`src/core/microstep_pkg.sv`:
```
// Purpose: Shared constants for the step and direction microstep sequencer.
// Assumes: 100 MHz hclk, AHB-Lite register access with 32-bit data.
// Notes: Shift codes give the step width as a power of two table entries.
package microstep_pkg;
  localparam int TABLE_SIZE = 1024;
  localparam int POS_W = 10;
  localparam int CNT_W = 21;
  localparam int CLK_MHZ = 100;
  localparam int STST_LIMIT_CYCLES = 1048576;
  localparam logic [1:0] LVL_LOW = 2'h0;
  localparam logic [1:0] LVL_HIGH = 2'h1;
  localparam logic [1:0] LVL_OPEN = 2'h2;
  localparam logic [3:0] SHIFT_FINEST = 4'h0;
  localparam logic [3:0] SHIFT_16 = 4'h4;
  localparam logic [3:0] SHIFT_QUARTER = 4'h6;
  localparam logic [3:0] SHIFT_HALF = 4'h7;
  localparam logic [3:0] SHIFT_FULL = 4'h8;
  localparam logic [9:0] POS_RESET = 10'h000;
  localparam logic [9:0] QUADRANT = 10'h100;
  localparam logic [31:0] ADDR_CTRL = 32'h0000_0000;
  localparam logic [31:0] ADDR_STATUS = 32'h0000_0004;
  localparam logic [31:0] ADDR_COIL = 32'h0000_0008;
  localparam logic [31:0] ADDR_INTERVAL = 32'h0000_000C;
  localparam logic [31:0] CTRL_RESET = 32'h0000_0001;
  localparam logic [31:0] CTRL_MASK = 32'h0000_0001;
  localparam int CTRL_ENABLE_BIT = 0;
  localparam int ST_POS_LSB = 0;
  localparam int ST_STST_BIT = 16;
  localparam int ST_INDEX_BIT = 17;
  localparam int ST_INTERP_BIT = 18;
  localparam int ST_STANDBY_BIT = 19;
  localparam int ST_SHIFT_LSB = 20;
  localparam int COIL_B_LSB = 16;
  localparam logic [1:0] RESP_OKAY = 2'h0;
endpackage

```
`src/core/sine_lookup.sv`:
```
// Purpose: Turns the microstep position into signed currents for both coils.
// Assumes: Position 0 is the positive zero crossing of the coil A sine.
// Notes: Quarter wave of 17 points with linear blending, amplitude 248.
`timescale 1ns/1ps
module sine_lookup
  import microstep_pkg::*;
(
  input wire logic hclk,
  input wire logic hresetn,
  input wire logic [9:0] pos,
  output logic signed [8:0] coil_a,
  output logic signed [8:0] coil_b
);

  function automatic logic [7:0] quarter_pt(input logic [4:0] k);
    logic [7:0] v;
    case (k)
      5'h00: v = 8'h00;
      5'h01: v = 8'h18;
      5'h02: v = 8'h30;
      5'h03: v = 8'h48;
      5'h04: v = 8'h5F;
      5'h05: v = 8'h75;
      5'h06: v = 8'h8A;
      5'h07: v = 8'h9D;
      5'h08: v = 8'hAF;
      5'h09: v = 8'hC0;
      5'h0A: v = 8'hCE;
      5'h0B: v = 8'hDB;
      5'h0C: v = 8'hE5;
      5'h0D: v = 8'hED;
      5'h0E: v = 8'hF3;
      5'h0F: v = 8'hF7;
      default: v = 8'hF8;
    endcase
    return v;
  endfunction

  function automatic logic signed [8:0] sine_of(input logic [9:0] p);
    logic [8:0] q;
    logic [7:0] lo;
    logic [7:0] hi;
    logic [11:0] mix;
    q = p[8] ? 9'h100 - {1'b0, p[7:0]} : {1'b0, p[7:0]};
    lo = quarter_pt(q[8:4]);
    hi = quarter_pt(5'(q[8:4] + 5'h01));
    mix = {lo, 4'h0} + ({4'h0, hi - lo} * {8'h00, q[3:0]});
    return p[9] ? -$signed({1'b0, mix[11:4]}) : $signed({1'b0, mix[11:4]});
  endfunction

  // Both coils follow one table, coil B a quarter period ahead.
  always_ff @(posedge hclk or negedge hresetn) begin // see RULE_01
    if (!hresetn) begin
      coil_a <= 9'h000;
      coil_b <= 9'h000;
    end else begin
      coil_a <= sine_of(pos); // see RULE_07
      coil_b <= sine_of(pos + QUADRANT);
    end
  end
endmodule // sine_lookup

```
`src/core/microstep_sequencer.sv`:
```
// Purpose: Step and direction microstep sequencer with step interpolation.
// Assumes: Pins are synchronous to hclk; tri-state pins arrive encoded.
// Notes: Registers sit on AHB-Lite with zero wait states.
// Contract
// RULE_01: Index a 1024-entry sine table spanning four full steps.
// RULE_02: Each step adds the step width when dir low, subtracts when high.
// RULE_03: Step width doubles per coarser resolution, up to 256 for full step.
// RULE_04: Switching to coarser resolution snaps position to nearest valid step.
// RULE_05: Full step uses only positions 128, 384, 640 and 896.
// RULE_06: Half step offset 64 pitch 128; quarter offset 32 pitch 64.
// RULE_07: Full step positions give equal coil magnitudes near 0.71.
// RULE_08: Decode two tri-state select pins into resolution and interpolation.
// RULE_09: Interpolation splits each step into evenly spaced finest microsteps.
// RULE_10: Microstep spacing saturates at 2^20 clocks; longer means standstill.
// RULE_11: Standstill starts standby reduction only when it is selected.
// RULE_12: Standstill flag sets on a long interval, clears on next step.
// RULE_13: New rate follows after one interval; early step jumps to target.
// RULE_14: Index is active while the position is at the zero point.
// RULE_15: Index lasts as long as the current microstep.
// RULE_16: Reset loads every internal state with its default.
// RULE_17: The controller holds all inputs low while supply cycles.
// RULE_18: Only rising step edges count; step and dir are synchronised.
// RULE_19: The controller keeps step rate at most half the clock.
// RULE_20: Position is a 10-bit counter wrapping in both directions.
//
// Implementation choices: the AHB-Lite register port and the address map.
`timescale 1ns/1ps
module microstep_sequencer
  import microstep_pkg::*;
#(
  parameter int STST_LIMIT = STST_LIMIT_CYCLES
) (
  input wire logic hclk,
  input wire logic hresetn,
  input wire logic hsel,
  input wire logic [31:0] haddr,
  input wire logic [1:0] htrans,
  input wire logic hwrite,
  input wire logic [2:0] hsize,
  input wire logic [31:0] hwdata,
  input wire logic hready,
  output logic [31:0] hrdata,
  output logic hreadyout,
  output logic [1:0] hresp,
  input wire logic step_in,
  input wire logic dir_in,
  input wire logic [1:0] res_sel_hi,
  input wire logic [1:0] res_sel_lo,
  input wire logic standby_select_enable_n,
  output logic [9:0] position,
  output logic signed [8:0] coil_a,
  output logic signed [8:0] coil_b,
  output logic index_out,
  output logic standstill,
  output logic standby_reduce
);

  function automatic logic [4:0] decode_cfg(input logic [1:0] hi,
                                            input logic [1:0] lo);
    logic [4:0] r;
    r = {1'b1, SHIFT_16};
    case ({hi, lo})
      {LVL_LOW, LVL_LOW}: r = {1'b0, SHIFT_FULL};
      {LVL_LOW, LVL_HIGH}: r = {1'b0, SHIFT_HALF};
      {LVL_LOW, LVL_OPEN}: r = {1'b1, SHIFT_HALF};
      {LVL_HIGH, LVL_LOW}: r = {1'b0, SHIFT_QUARTER};
      {LVL_HIGH, LVL_HIGH}: r = {1'b0, SHIFT_16};
      {LVL_HIGH, LVL_OPEN}: r = {1'b1, SHIFT_QUARTER};
      {LVL_OPEN, LVL_LOW}: r = {1'b1, SHIFT_16};
      {LVL_OPEN, LVL_HIGH}: r = {1'b1, SHIFT_QUARTER};
      default: r = {1'b1, SHIFT_16};
    endcase
    return r;
  endfunction

  function automatic logic [9:0] width_of(input logic [3:0] sh);
    return 10'(10'h001 << sh);
  endfunction

  function automatic logic [9:0] snap(input logic [9:0] p,
                                      input logic [3:0] sh);
    logic [9:0] w;
    w = width_of(sh);
    return (w == 10'h001) ? p : ((p & ~(w - 10'h001)) | (w >> 1));
  endfunction

  function automatic logic [9:0] move(input logic [9:0] p,
                                      input logic [9:0] w,
                                      input logic down);
    return down ? p - w : p + w;
  endfunction

  logic step_s1;
  logic step_s2;
  logic step_s3;
  logic dir_s1;
  logic dir_s2;
  logic [3:0] cur_shift;
  logic [3:0] applied_shift;
  logic interp;
  logic [9:0] width;
  logic [9:0] target;
  logic [8:0] remaining;
  logic [CNT_W-1:0] interval_cnt;
  logic [CNT_W-1:0] last_interval;
  logic [CNT_W-1:0] period;
  logic [CNT_W-1:0] tick;
  logic [CNT_W-1:0] next_period;
  logic ms_down;
  logic step_edge;
  logic res_change;
  logic coarser;
  logic [31:0] ctrl;
  logic accept;
  logic wr_pend;
  logic [31:0] wr_addr;
  logic [4:0] cfg;

  assign cfg = decode_cfg(res_sel_hi, res_sel_lo);
  assign width = width_of(applied_shift); // see RULE_03
  assign res_change = cur_shift != applied_shift;
  assign coarser = cur_shift > applied_shift;
  assign step_edge = step_s2 && !step_s3 && ctrl[CTRL_ENABLE_BIT];
  assign accept = hsel && htrans[1] && hready;
  assign hreadyout = 1'b1;
  assign hresp = RESP_OKAY;

  always_comb begin
    next_period = interval_cnt >> applied_shift;
    if (next_period == '0) begin
      next_period = CNT_W'(1);
    end
  end

  // Two-stage synchroniser, a third stage finds the rising step edge.
  always_ff @(posedge hclk or negedge hresetn) begin // see RULE_18
    if (!hresetn) begin
      step_s1 <= 1'b0;
      step_s2 <= 1'b0;
      step_s3 <= 1'b0;
      dir_s1 <= 1'b0;
      dir_s2 <= 1'b0;
    end else begin
      step_s1 <= step_in;
      step_s2 <= step_s1;
      step_s3 <= step_s2;
      dir_s1 <= dir_in;
      dir_s2 <= dir_s1;
    end
  end

  always_ff @(posedge hclk or negedge hresetn) begin // see RULE_08
    if (!hresetn) begin
      cur_shift <= SHIFT_FINEST;
      interp <= 1'b0;
    end else begin
      cur_shift <= cfg[3:0];
      interp <= cfg[4];
    end
  end

  // Step interval measurement saturates at the standstill limit.
  always_ff @(posedge hclk or negedge hresetn) begin // see RULE_10
    if (!hresetn) begin
      interval_cnt <= '0;
      last_interval <= '0;
      standstill <= 1'b0;
    end else if (step_edge) begin
      interval_cnt <= CNT_W'(1);
      last_interval <= interval_cnt;
      standstill <= 1'b0; // see RULE_12
    end else if (interval_cnt < CNT_W'(STST_LIMIT)) begin
      interval_cnt <= interval_cnt + CNT_W'(1);
    end else begin
      standstill <= 1'b1; // see RULE_12
    end
  end

  always_ff @(posedge hclk or negedge hresetn) begin // see RULE_11
    if (!hresetn) begin
      standby_reduce <= 1'b0;
    end else begin
      standby_reduce <= standstill && !standby_select_enable_n;
    end
  end

  // Position, interpolation target and microstep timer.
  always_ff @(posedge hclk or negedge hresetn) begin // see RULE_16
    if (!hresetn) begin
      position <= POS_RESET;
      target <= POS_RESET;
      applied_shift <= SHIFT_FINEST;
      remaining <= '0;
      period <= CNT_W'(1);
      tick <= '0;
      ms_down <= 1'b0;
    end else if (step_edge) begin
      target <= move(target, width, dir_s2); // see RULE_02
      if (!interp) begin
        position <= move(position, width, dir_s2); // see RULE_20
        remaining <= '0;
      end else begin
        position <= target; // see RULE_13
        remaining <= width[8:0]; // see RULE_09
        period <= next_period; // see RULE_13
        tick <= '0;
        ms_down <= dir_s2;
      end
    end else if (res_change) begin
      applied_shift <= cur_shift;
      if (coarser) begin
        position <= snap(position, cur_shift); // see RULE_04, RULE_05
        target <= snap(position, cur_shift); // see RULE_06
        remaining <= '0;
      end
    end else if (remaining != '0) begin
      if (tick + CNT_W'(1) >= period) begin
        tick <= '0;
        position <= move(position, 10'h001, ms_down); // see RULE_09
        remaining <= remaining - 9'h001;
      end else begin
        tick <= tick + CNT_W'(1);
      end
    end
  end

  // Index follows the microstep that covers the zero point.
  always_ff @(posedge hclk or negedge hresetn) begin // see RULE_14
    if (!hresetn) begin
      index_out <= 1'b0;
    end else if (interp) begin
      index_out <= position == POS_RESET; // see RULE_15
    end else begin
      index_out <= position < width; // see RULE_15
    end
  end

  sine_lookup u_sine (
    .hclk(hclk),
    .hresetn(hresetn),
    .pos(position),
    .coil_a(coil_a),
    .coil_b(coil_b)
  );

  always_ff @(posedge hclk or negedge hresetn) begin
    if (!hresetn) begin
      wr_pend <= 1'b0;
      wr_addr <= '0;
    end else begin
      wr_pend <= accept && hwrite;
      if (accept) begin
        wr_addr <= haddr;
      end
    end
  end

  always_ff @(posedge hclk or negedge hresetn) begin
    if (!hresetn) begin
      ctrl <= CTRL_RESET;
    end else if (wr_pend && wr_addr == ADDR_CTRL) begin
      ctrl <= hwdata & CTRL_MASK;
    end
  end

  always_ff @(posedge hclk or negedge hresetn) begin
    if (!hresetn) begin
      hrdata <= '0;
    end else if (accept && !hwrite) begin
      case (haddr)
        ADDR_CTRL: hrdata <= ctrl;
        ADDR_STATUS: begin
          hrdata <= '0;
          hrdata[ST_POS_LSB +: POS_W] <= position;
          hrdata[ST_STST_BIT] <= standstill;
          hrdata[ST_INDEX_BIT] <= index_out;
          hrdata[ST_INTERP_BIT] <= interp;
          hrdata[ST_STANDBY_BIT] <= standby_reduce;
          hrdata[ST_SHIFT_LSB +: 4] <= applied_shift;
        end
        ADDR_COIL: begin
          hrdata <= '0;
          hrdata[8:0] <= coil_a;
          hrdata[COIL_B_LSB +: 9] <= coil_b;
        end
        ADDR_INTERVAL: hrdata <= 32'(last_interval);
        default: hrdata <= '0;
      endcase
    end
  end
endmodule // microstep_sequencer

```
`config.mk`:
```
export PLATFORM = sky130hd
export DESIGN_NAME = microstep_sequencer
export DESIGN_NICKNAME = d
export VERILOG_FILES = /design/src/core/microstep_pkg.sv /design/src/core/sine_lookup.sv /design/src/core/microstep_sequencer.sv
export SDC_FILE = /design/constraint.sdc
export NUM_CORES = 1
export LEC_CHECK = 0
export ABC_AREA = 1
export BUFFER_PORTS_ARGS = -buffer_cell sky130_fd_sc_hd__buf_2
export CORE_MARGIN = 2
export CORE_UTILIZATION = 39
export CTS_BUF_LIST = sky130_fd_sc_hd__clkbuf_4 sky130_fd_sc_hd__clkbuf_8
export DETAILED_ROUTE_END_ITERATION = 8
export SETUP_SLACK_MARGIN = 0.4
export SLEW_MARGIN = 20
export SYNTH_ARGS = -nofsm -noshare
export SYNTH_HDL_FRONTEND = slang
export SYNTH_SLANG_ARGS = --single-unit
```
`constraint.sdc`:
```
create_clock -name hclk -period 17.8 [get_ports hclk]
set_input_delay 0 -clock hclk [delete_from_list [all_inputs] [get_ports hclk]]
set_output_delay 0 -clock hclk [all_outputs]
set_load 0.02 [all_outputs]
```
Word-level counts from Yosys, hierarchy flattened
Memories as Yosys holds them, arrays and structs flattened. A register that Yosys moved wholly into a read port is not among the register bits.
Cells that the tools add are included.
{"block": "totals", "register_bits": 210, "romBits": 592, "in_bits": 81, "out_inout_bits": 66, "mem_count": 5}
{"memory": "(no name shown)", "depth": 16, "width": 8, "read_ports": 1, "rd_ports_with_merged_regs": 0, "write_ports": 0, "line": "sine_lookup.sv:17", "text": "case (k)"}
{"memory": "(no name shown)", "depth": 16, "width": 8, "read_ports": 1, "rd_ports_with_merged_regs": 0, "write_ports": 0, "line": "sine_lookup.sv:17"}
{"memory": "(no name shown)", "depth": 16, "width": 8, "read_ports": 1, "rd_ports_with_merged_regs": 0, "write_ports": 0, "line": "sine_lookup.sv:17"}
{"memory": "(no name shown)", "depth": 16, "width": 8, "read_ports": 1, "rd_ports_with_merged_regs": 0, "write_ports": 0, "line": "sine_lookup.sv:17"}
{"memory": "(no name shown)", "depth": 16, "width": 5, "read_ports": 1, "rd_ports_with_merged_regs": 1, "write_ports": 0, "line": "microstep_sequencer.sv:62", "text": "case ({hi, lo})"}
{"block": "op_classes", "addsub": 21, "n_mul": 2, "magnitude_cmp": 4, "n_eq_ne": 9, "n_shift": 3, "n_mux": 38, "bitwise": 4, "reduce_logical": 28}
{"operator": "21-bit 2-to-1 mux", "count": 8}
{"operator": "10-bit 2-to-1 mux", "count": 12}
{"operator": "25-bit one-hot mux with 4 select lines", "count": 1}
{"operator": "9-bit 2-to-1 mux", "count": 10}
{"operator": "32-bit by 4-bit equality test with 1-bit output (second input constant)", "count": 2}
{"operator": "32-bit logical NOT", "count": 2}
{"operator": "21-bit by 1-bit adder with 21-bit output (second input constant)", "count": 2}
{"operator": "32-bit by 3-bit equality test with 1-bit output (second input constant)", "count": 1}
{"operator": "8-bit 2-to-1 mux", "count": 4}
{"operator": "12-bit adder", "count": 2}
{"operator": "8-bit by 4-bit multiplier with 12-bit output", "count": 2}
{"operator": "21-bit >= comparator", "count": 1}
{"operator": "21-bit logical NOT", "count": 1}
{"operator": "21-bit < comparator (second input constant)", "count": 1}
{"operator": "21-bit by 4-bit right shift with 21-bit output", "count": 1}
{"operator": "10-bit adder", "count": 2}
{"operator": "1-bit by 4-bit << shifter with 10-bit output (first input constant)", "count": 2}
{"operator": "10-bit by 1-bit subtractor with 10-bit output (second input constant)", "count": 2}
{"operator": "10-bit subtractor", "count": 2}
{"operator": "8-bit negation with 9-bit output", "count": 2}
{"operator": "9-bit by 8-bit subtractor with 9-bit output (first input constant)", "count": 2}
{"operator": "8-bit subtractor", "count": 2}
{"operator": "10-bit by 1-bit adder with 10-bit output (second input constant)", "count": 1}
{"operator": "10-bit by 9-bit adder with 10-bit output (second input constant)", "count": 1}
{"operator": "other kinds (21)", "count": 43}

Logic depth before layout (Yosys ltp)
An unclocked memory read counts as a cell.
{"block": "logic_depth", "ltp_word": 11, "depth_mapped": 48, "ltp_nobuf": 45}

Hierarchy
Synthesis repeated with hierarchy kept, for this count alone.
{"block": "hier_totals", "cells_unflattened": 2719, "area_unflattened_um2": 18557.8}
{"mod": "microstep_sequencer", "n_inst": 1, "cells_each": 1900, "area_each_um2": 13202.7, "seq_area_each_um2": 4757.1}
{"mod": "sine_lookup", "n_inst": 1, "cells_each": 819, "area_each_um2": 5355.1, "seq_area_each_um2": 450.4}

Least setup slack after synthesis
OpenSTA, ideal clock, no wires.
{"block": "synth_path", "path_type": "reg2reg", "start": "register position[0]", "end": "register u_sine.coil_a[6]", "arrival_time_ns": 6.724, "setup_slack_ns": 10.963, "stages_incl_launch_ff": 39, "path_buffers": 2, "synth_period_minus_slack_ns": 6.837, "path_cell_list": "dfrtp_1 buf_2 inv_6 buf_6 ha_1 nand3_1 nand2_4 o21ai_4 inv_1 ha_1 inv_1 nand2_1 a221oi_1 ha_1 inv_1 fa_1 a21oi_1 o21ai_0 (+3 left out) xor2_1 nor2_1 fa_1 fa_1 inv_1 fa_1 inv_1 ha_1 nand2_1 nor2_1 nor2_1 nand2_1 xor2_1 nand2_1 nor2_1 o21ai_0 nand2_1 inv_1"}
{"block": "synth_between", "elab_chain_cells": 10, "word_cells_on_any_way": 12, "cone_classes": "5 x add/sub; 1 x mul; 4 x mux; 2 x memory"}
{"item": "start: declaration", "line": "microstep_sequencer.sv:50", "text": "output logic [9:0] position,"}
{"item": "start signal: assignment", "line": "microstep_sequencer.sv:200", "text": "position <= move(position, width, dir_s2);"}
{"item": "start signal: assignment", "line": "microstep_sequencer.sv:203", "text": "position <= target;"}
{"item": "start signal: assignment", "line": "microstep_sequencer.sv:212", "text": "position <= snap(position, cur_shift);"}
{"item": "9-bit by 8-bit subtractor with 9-bit output", "line": "sine_lookup.sv:44", "text": "q = p[8] ? 9'h100 - {1'b0, p[7:0]} : {1'b0, p[7:0]};"}
{"item": "9-bit 2-to-1 mux (*)", "line": "sine_lookup.sv:44"}
{"item": "5-bit by 1-bit adder with 5-bit output", "line": "sine_lookup.sv:46", "text": "hi = quarter_pt(5'(q[8:4] + 5'h01));"}
{"item": "memory 16 x 8 bit"}
{"item": "8-bit 2-to-1 mux", "line": "sine_lookup.sv:17"}
{"item": "8-bit subtractor", "line": "sine_lookup.sv:47", "text": "mix = {lo, 4'h0} + ({4'h0, hi - lo} * {8'h00, q[3:0]});"}
{"item": "8-bit by 4-bit multiplier with 12-bit output", "line": "sine_lookup.sv:47"}
{"item": "12-bit adder (*)", "line": "sine_lookup.sv:47"}
{"item": "8-bit negation with 9-bit output", "line": "sine_lookup.sv:48", "text": "return p[9] ? -$signed({1'b0, mix[11:4]}) : $signed({1'b0, mix[11:4]});"}
{"item": "9-bit 2-to-1 mux (*)", "line": "sine_lookup.sv:48"}
{"item": "end signal: assignment", "line": "sine_lookup.sv:57", "text": "coil_a <= sine_of(pos);"}
{"item": "end: declaration", "line": "sine_lookup.sv:11", "text": "output logic signed [8:0] coil_a,"}
Every way passes the cells marked *; elsewhere a longest branch is shown, timed or not.
A chain may end at the register's enable or synchronous reset.

Worst setup path in the final report
{"block": "layout_path", "start": "register position[1]", "end": "register u_sine.coil_a[6]"}
The elaborated chain is that of the path after synthesis.

==> out/qor.txt <==
Largest net degree at the start of global routing -> 86
Worst Path Required -> 18.26 ns
Starting Density -> 0.397
Element type at the critical path start -> register
Sequential area share after synthesis -> 0.289
Yosys reg bits -> 208
Top-area cell type share of the netlist area -> 0.286
Max incr delay on CP -> 0.69 ns
Hold Path Class -> primary input to async pin
Vias/cell -> 5.16
CP arrival -> 8.54 ns
Initial antenna violation count -> 1
Slew @ Worst Pin -> 1.06 ns
Main flop type after synthesis -> dfrtp_1
Layout fillers -> 4736
Total Nets Final -> 2953
Crit path max fanout -> 9
CTS Buf Count -> 39
Slew Viols, Final -> 0
Layout cells sized above 1 -> 0.112
Buffer count from post-CTS setup fixing -> 0
Leading cell type in the layout, fill and taps excluded -> nand2_1
GPL Wtd Cong -> 0.907
Max clock buf depth -> 3
# IOs -> 147
H-tree levels -> 2
First-pass GRT wire length -> 83.9 mm
Max-cap violations -> 0
Post-Route WL -> 51.9 mm
Number of global-route vias before repair -> 16500
Area Overhead vs Synth -> 12.6%
Top cells by area, synth -> dfrtp_1, nand2_1, ha_1
Minimum clock period -> 8.08 ns
CTS clk-pin slew, worst paths -> 0.06 ns
CP startpoint -> position[1]$_DFFE_PN0P_
CP endpoint -> u_sine.coil_a[6]$_DFF_PN0_
Core Area -> 45500 um^2
Cell taking the most area after synthesis -> dfrtp_1
WS Path Type -> register to register
GRT Util Overall -> 0.216
Most frequent cells in the layout -> nand2_1, inv_1, o21ai_0, dfrtp_1, nand3_1
Synth Warn # -> 0
CTS tree -> done
Count of flip-flops with a built-in enable after synthesis -> 0
Via count -> 17200
Grt total ovfl -> 0
DIE AREA -> 48000 um^2
Post-synth ARST share -> 1.00
Critical-path top delay cell -> dfrtp_1
Clk_lat worst skew -> 0.58 ns
# DRC -> 0
First-pass detailed-route iteration total -> 5
Die height -> 219 um
Clk root buf -> clkbuf_8
RSZ-0062 raised after global routing -> false
Footprint of the multi-input gates -> 10900 um^2
Worst reg-to-reg setup slack -> 9.72 ns
Fin. Hold Viols -> 0
FF/Latch Area -> 5210 um^2
Setup-failing EPs final -> 0
Drt initial violations -> 1279
Std-Cell Rows -> 78
CTS Sinks -> 208
Worst R2R End -> u_sine.coil_a[6]$_DFF_PN0_
DR WL/cell -> 15.6 um
Relative slew slack -> 0.295
Max Clock Freq -> 0.124 GHz
CP Capture Type -> register
Syn avg cell area -> 6.99 um^2
Post-Syn Instances -> 2578
Routed Antenna Nets -> 0
Die Span X -> 219 um
FF-to-FF Start -> position[1]$_DFFE_PN0P_
Final Skew -> 0.0285 ns
Netlist cell types -> 61
Setup TNS -> 0 ns
Status -> completed
Detailed-placement wirelength estimate -> 39.4 mm
Mapped cell area -> 18000 um^2
Worst reg2reg path depth -> 36
Final period util -> 0.454
Number of port buffers -> 101
[critical path, delay by kind of cell, from the launching register on]
| kind | cells | cell delay [ns] |
|---|---|---|
| adder cells (fa/ha/maj) | 8 | 3.14 |
| AO/OA/AOI/OAI | 6 | 1.41 |
| AND/OR/NAND/NOR | 13 | 1.23 |
| buffers and inverters | 7 | 0.84 |
| flip-flops | 1 | 0.69 |
| XOR/XNOR | 2 | 0.63 |
[cell usage after synthesis (all sizes together), types with 2 or more instances]
master,count
xnor2,16
nor3b,2
buf,43
xor2,49
nand3,216
a31oi,15
a21o,7
nor3,29
nor2,221
a21oi,98
clkinv,5
o21a,3
ha,130
mux2,2
nor4,11
dfstp,2
o211ai,15
o21ai,242
o22ai,11
a22o,3
o21bai,6
clkbuf,43
a22oi,3
nand3b,5
and2,5
nand2,694
conb,2
nand4,44
dfrtp,206
inv,388
fa,44
a211oi,3
or2,6
[final cells by class]
| type | count | area share |
|---|---|---|
| diodes | 1 | 0.000123 |
| well taps | 600 | 0.0370 |
| flip-flops and latches | 208 | 0.257 |
| clock inverters | 11 | 0.00592 |
| repair buffers | 157 | 0.0516 |
| multi-input cells | 1899 | 0.538 |
| clock buffers | 60 | 0.0376 |
| inverters | 393 | 0.0734 |
[per-stage QoR]
step / hold WS, ns / area, um^2 / utilization / setup WS (ns) / instances
floorplan: -0.296 / 18100 / - / 10.96 / 2586
global placement: 0.0896 / 19000 / 0.417 / 9.88 / 3212
detailed placement: 0.0929 / 19000 / 0.417 / 9.73 / 3212
CTS: 0.0426 / 20300 / 0.446 / 9.70 / 3328
global route: 0.0809 / 20300 / 0.446 / 9.15 / 3329
finish: 0.0262 / 20300 / 0.446 / 9.72 / 3329
[flip-flops by register name, indices dropped and copies added (netlist names), 4 cells and up]
register	cells
u_sine.coil_b	9
interval_cnt	21
remaining	9
wr_addr	32
tick	21
position	10
target	10
cur_shift	4
applied_shift	4
u_sine.coil_a	9
period	21
hrdata	25
last_interval	21
[kinds of logic (layout without fill, tap and decap cells)]
group / after synthesis / count (layout) / synth area share
AND/OR/NAND/NOR: 1234 / 1234 / 0.304
buffers and inverters: 479 / 621 / 0.108
AO/OA/AOI/OAI: 414 / 414 / 0.127
flip-flops: 208 / 208 / 0.289
adder cells (fa/ha/maj): 174 / 174 / 0.139
XOR/XNOR: 65 / 65 / 0.0316
other: 2 / 11 / 0.000416
multiplexers: 2 / 2 / 0.00125
[how the worst min path moves through the flow]
stage / to / start / slack [ns]
final: wr_addr[20]$_DFFE_PN0P_ / hresetn / 0.03
after global routing: step_s1$_DFF_PN0_ / step_in / 0.08
after CTS: wr_addr[23]$_DFFE_PN0P_ / hresetn / 0.04
after detailed placement: wr_addr[21]$_DFFE_PN0P_ / hresetn / 0.09
after global placement: wr_addr[23]$_DFFE_PN0P_ / hresetn / 0.09
after floorplan: applied_shift[0]$_DFFE_PN0P_ / hresetn / -0.30
[routing by layer]
layer	track usage	share of wire	vias up
li1	-	-	8543
met1	0.285	0.46	8137
met2	0.367	0.48	409
met3	0.0243	0.040	93
met4	0.0714	0.028	0
met5	0	0	-
[what timing repair did]
| item | 4_1_cts | 5_1_grt |
|---|---|---|
| hold buffers | 45 | 0 |
| gates resized for setup | 0 | 0 |
| setup endpoints to repair | 0 | 0 |
| hold endpoints to repair | 134 | 0 |
Power is not shown: default switching activity piles up to over one toggle a cycle in this logic, so the estimate is an artifact.
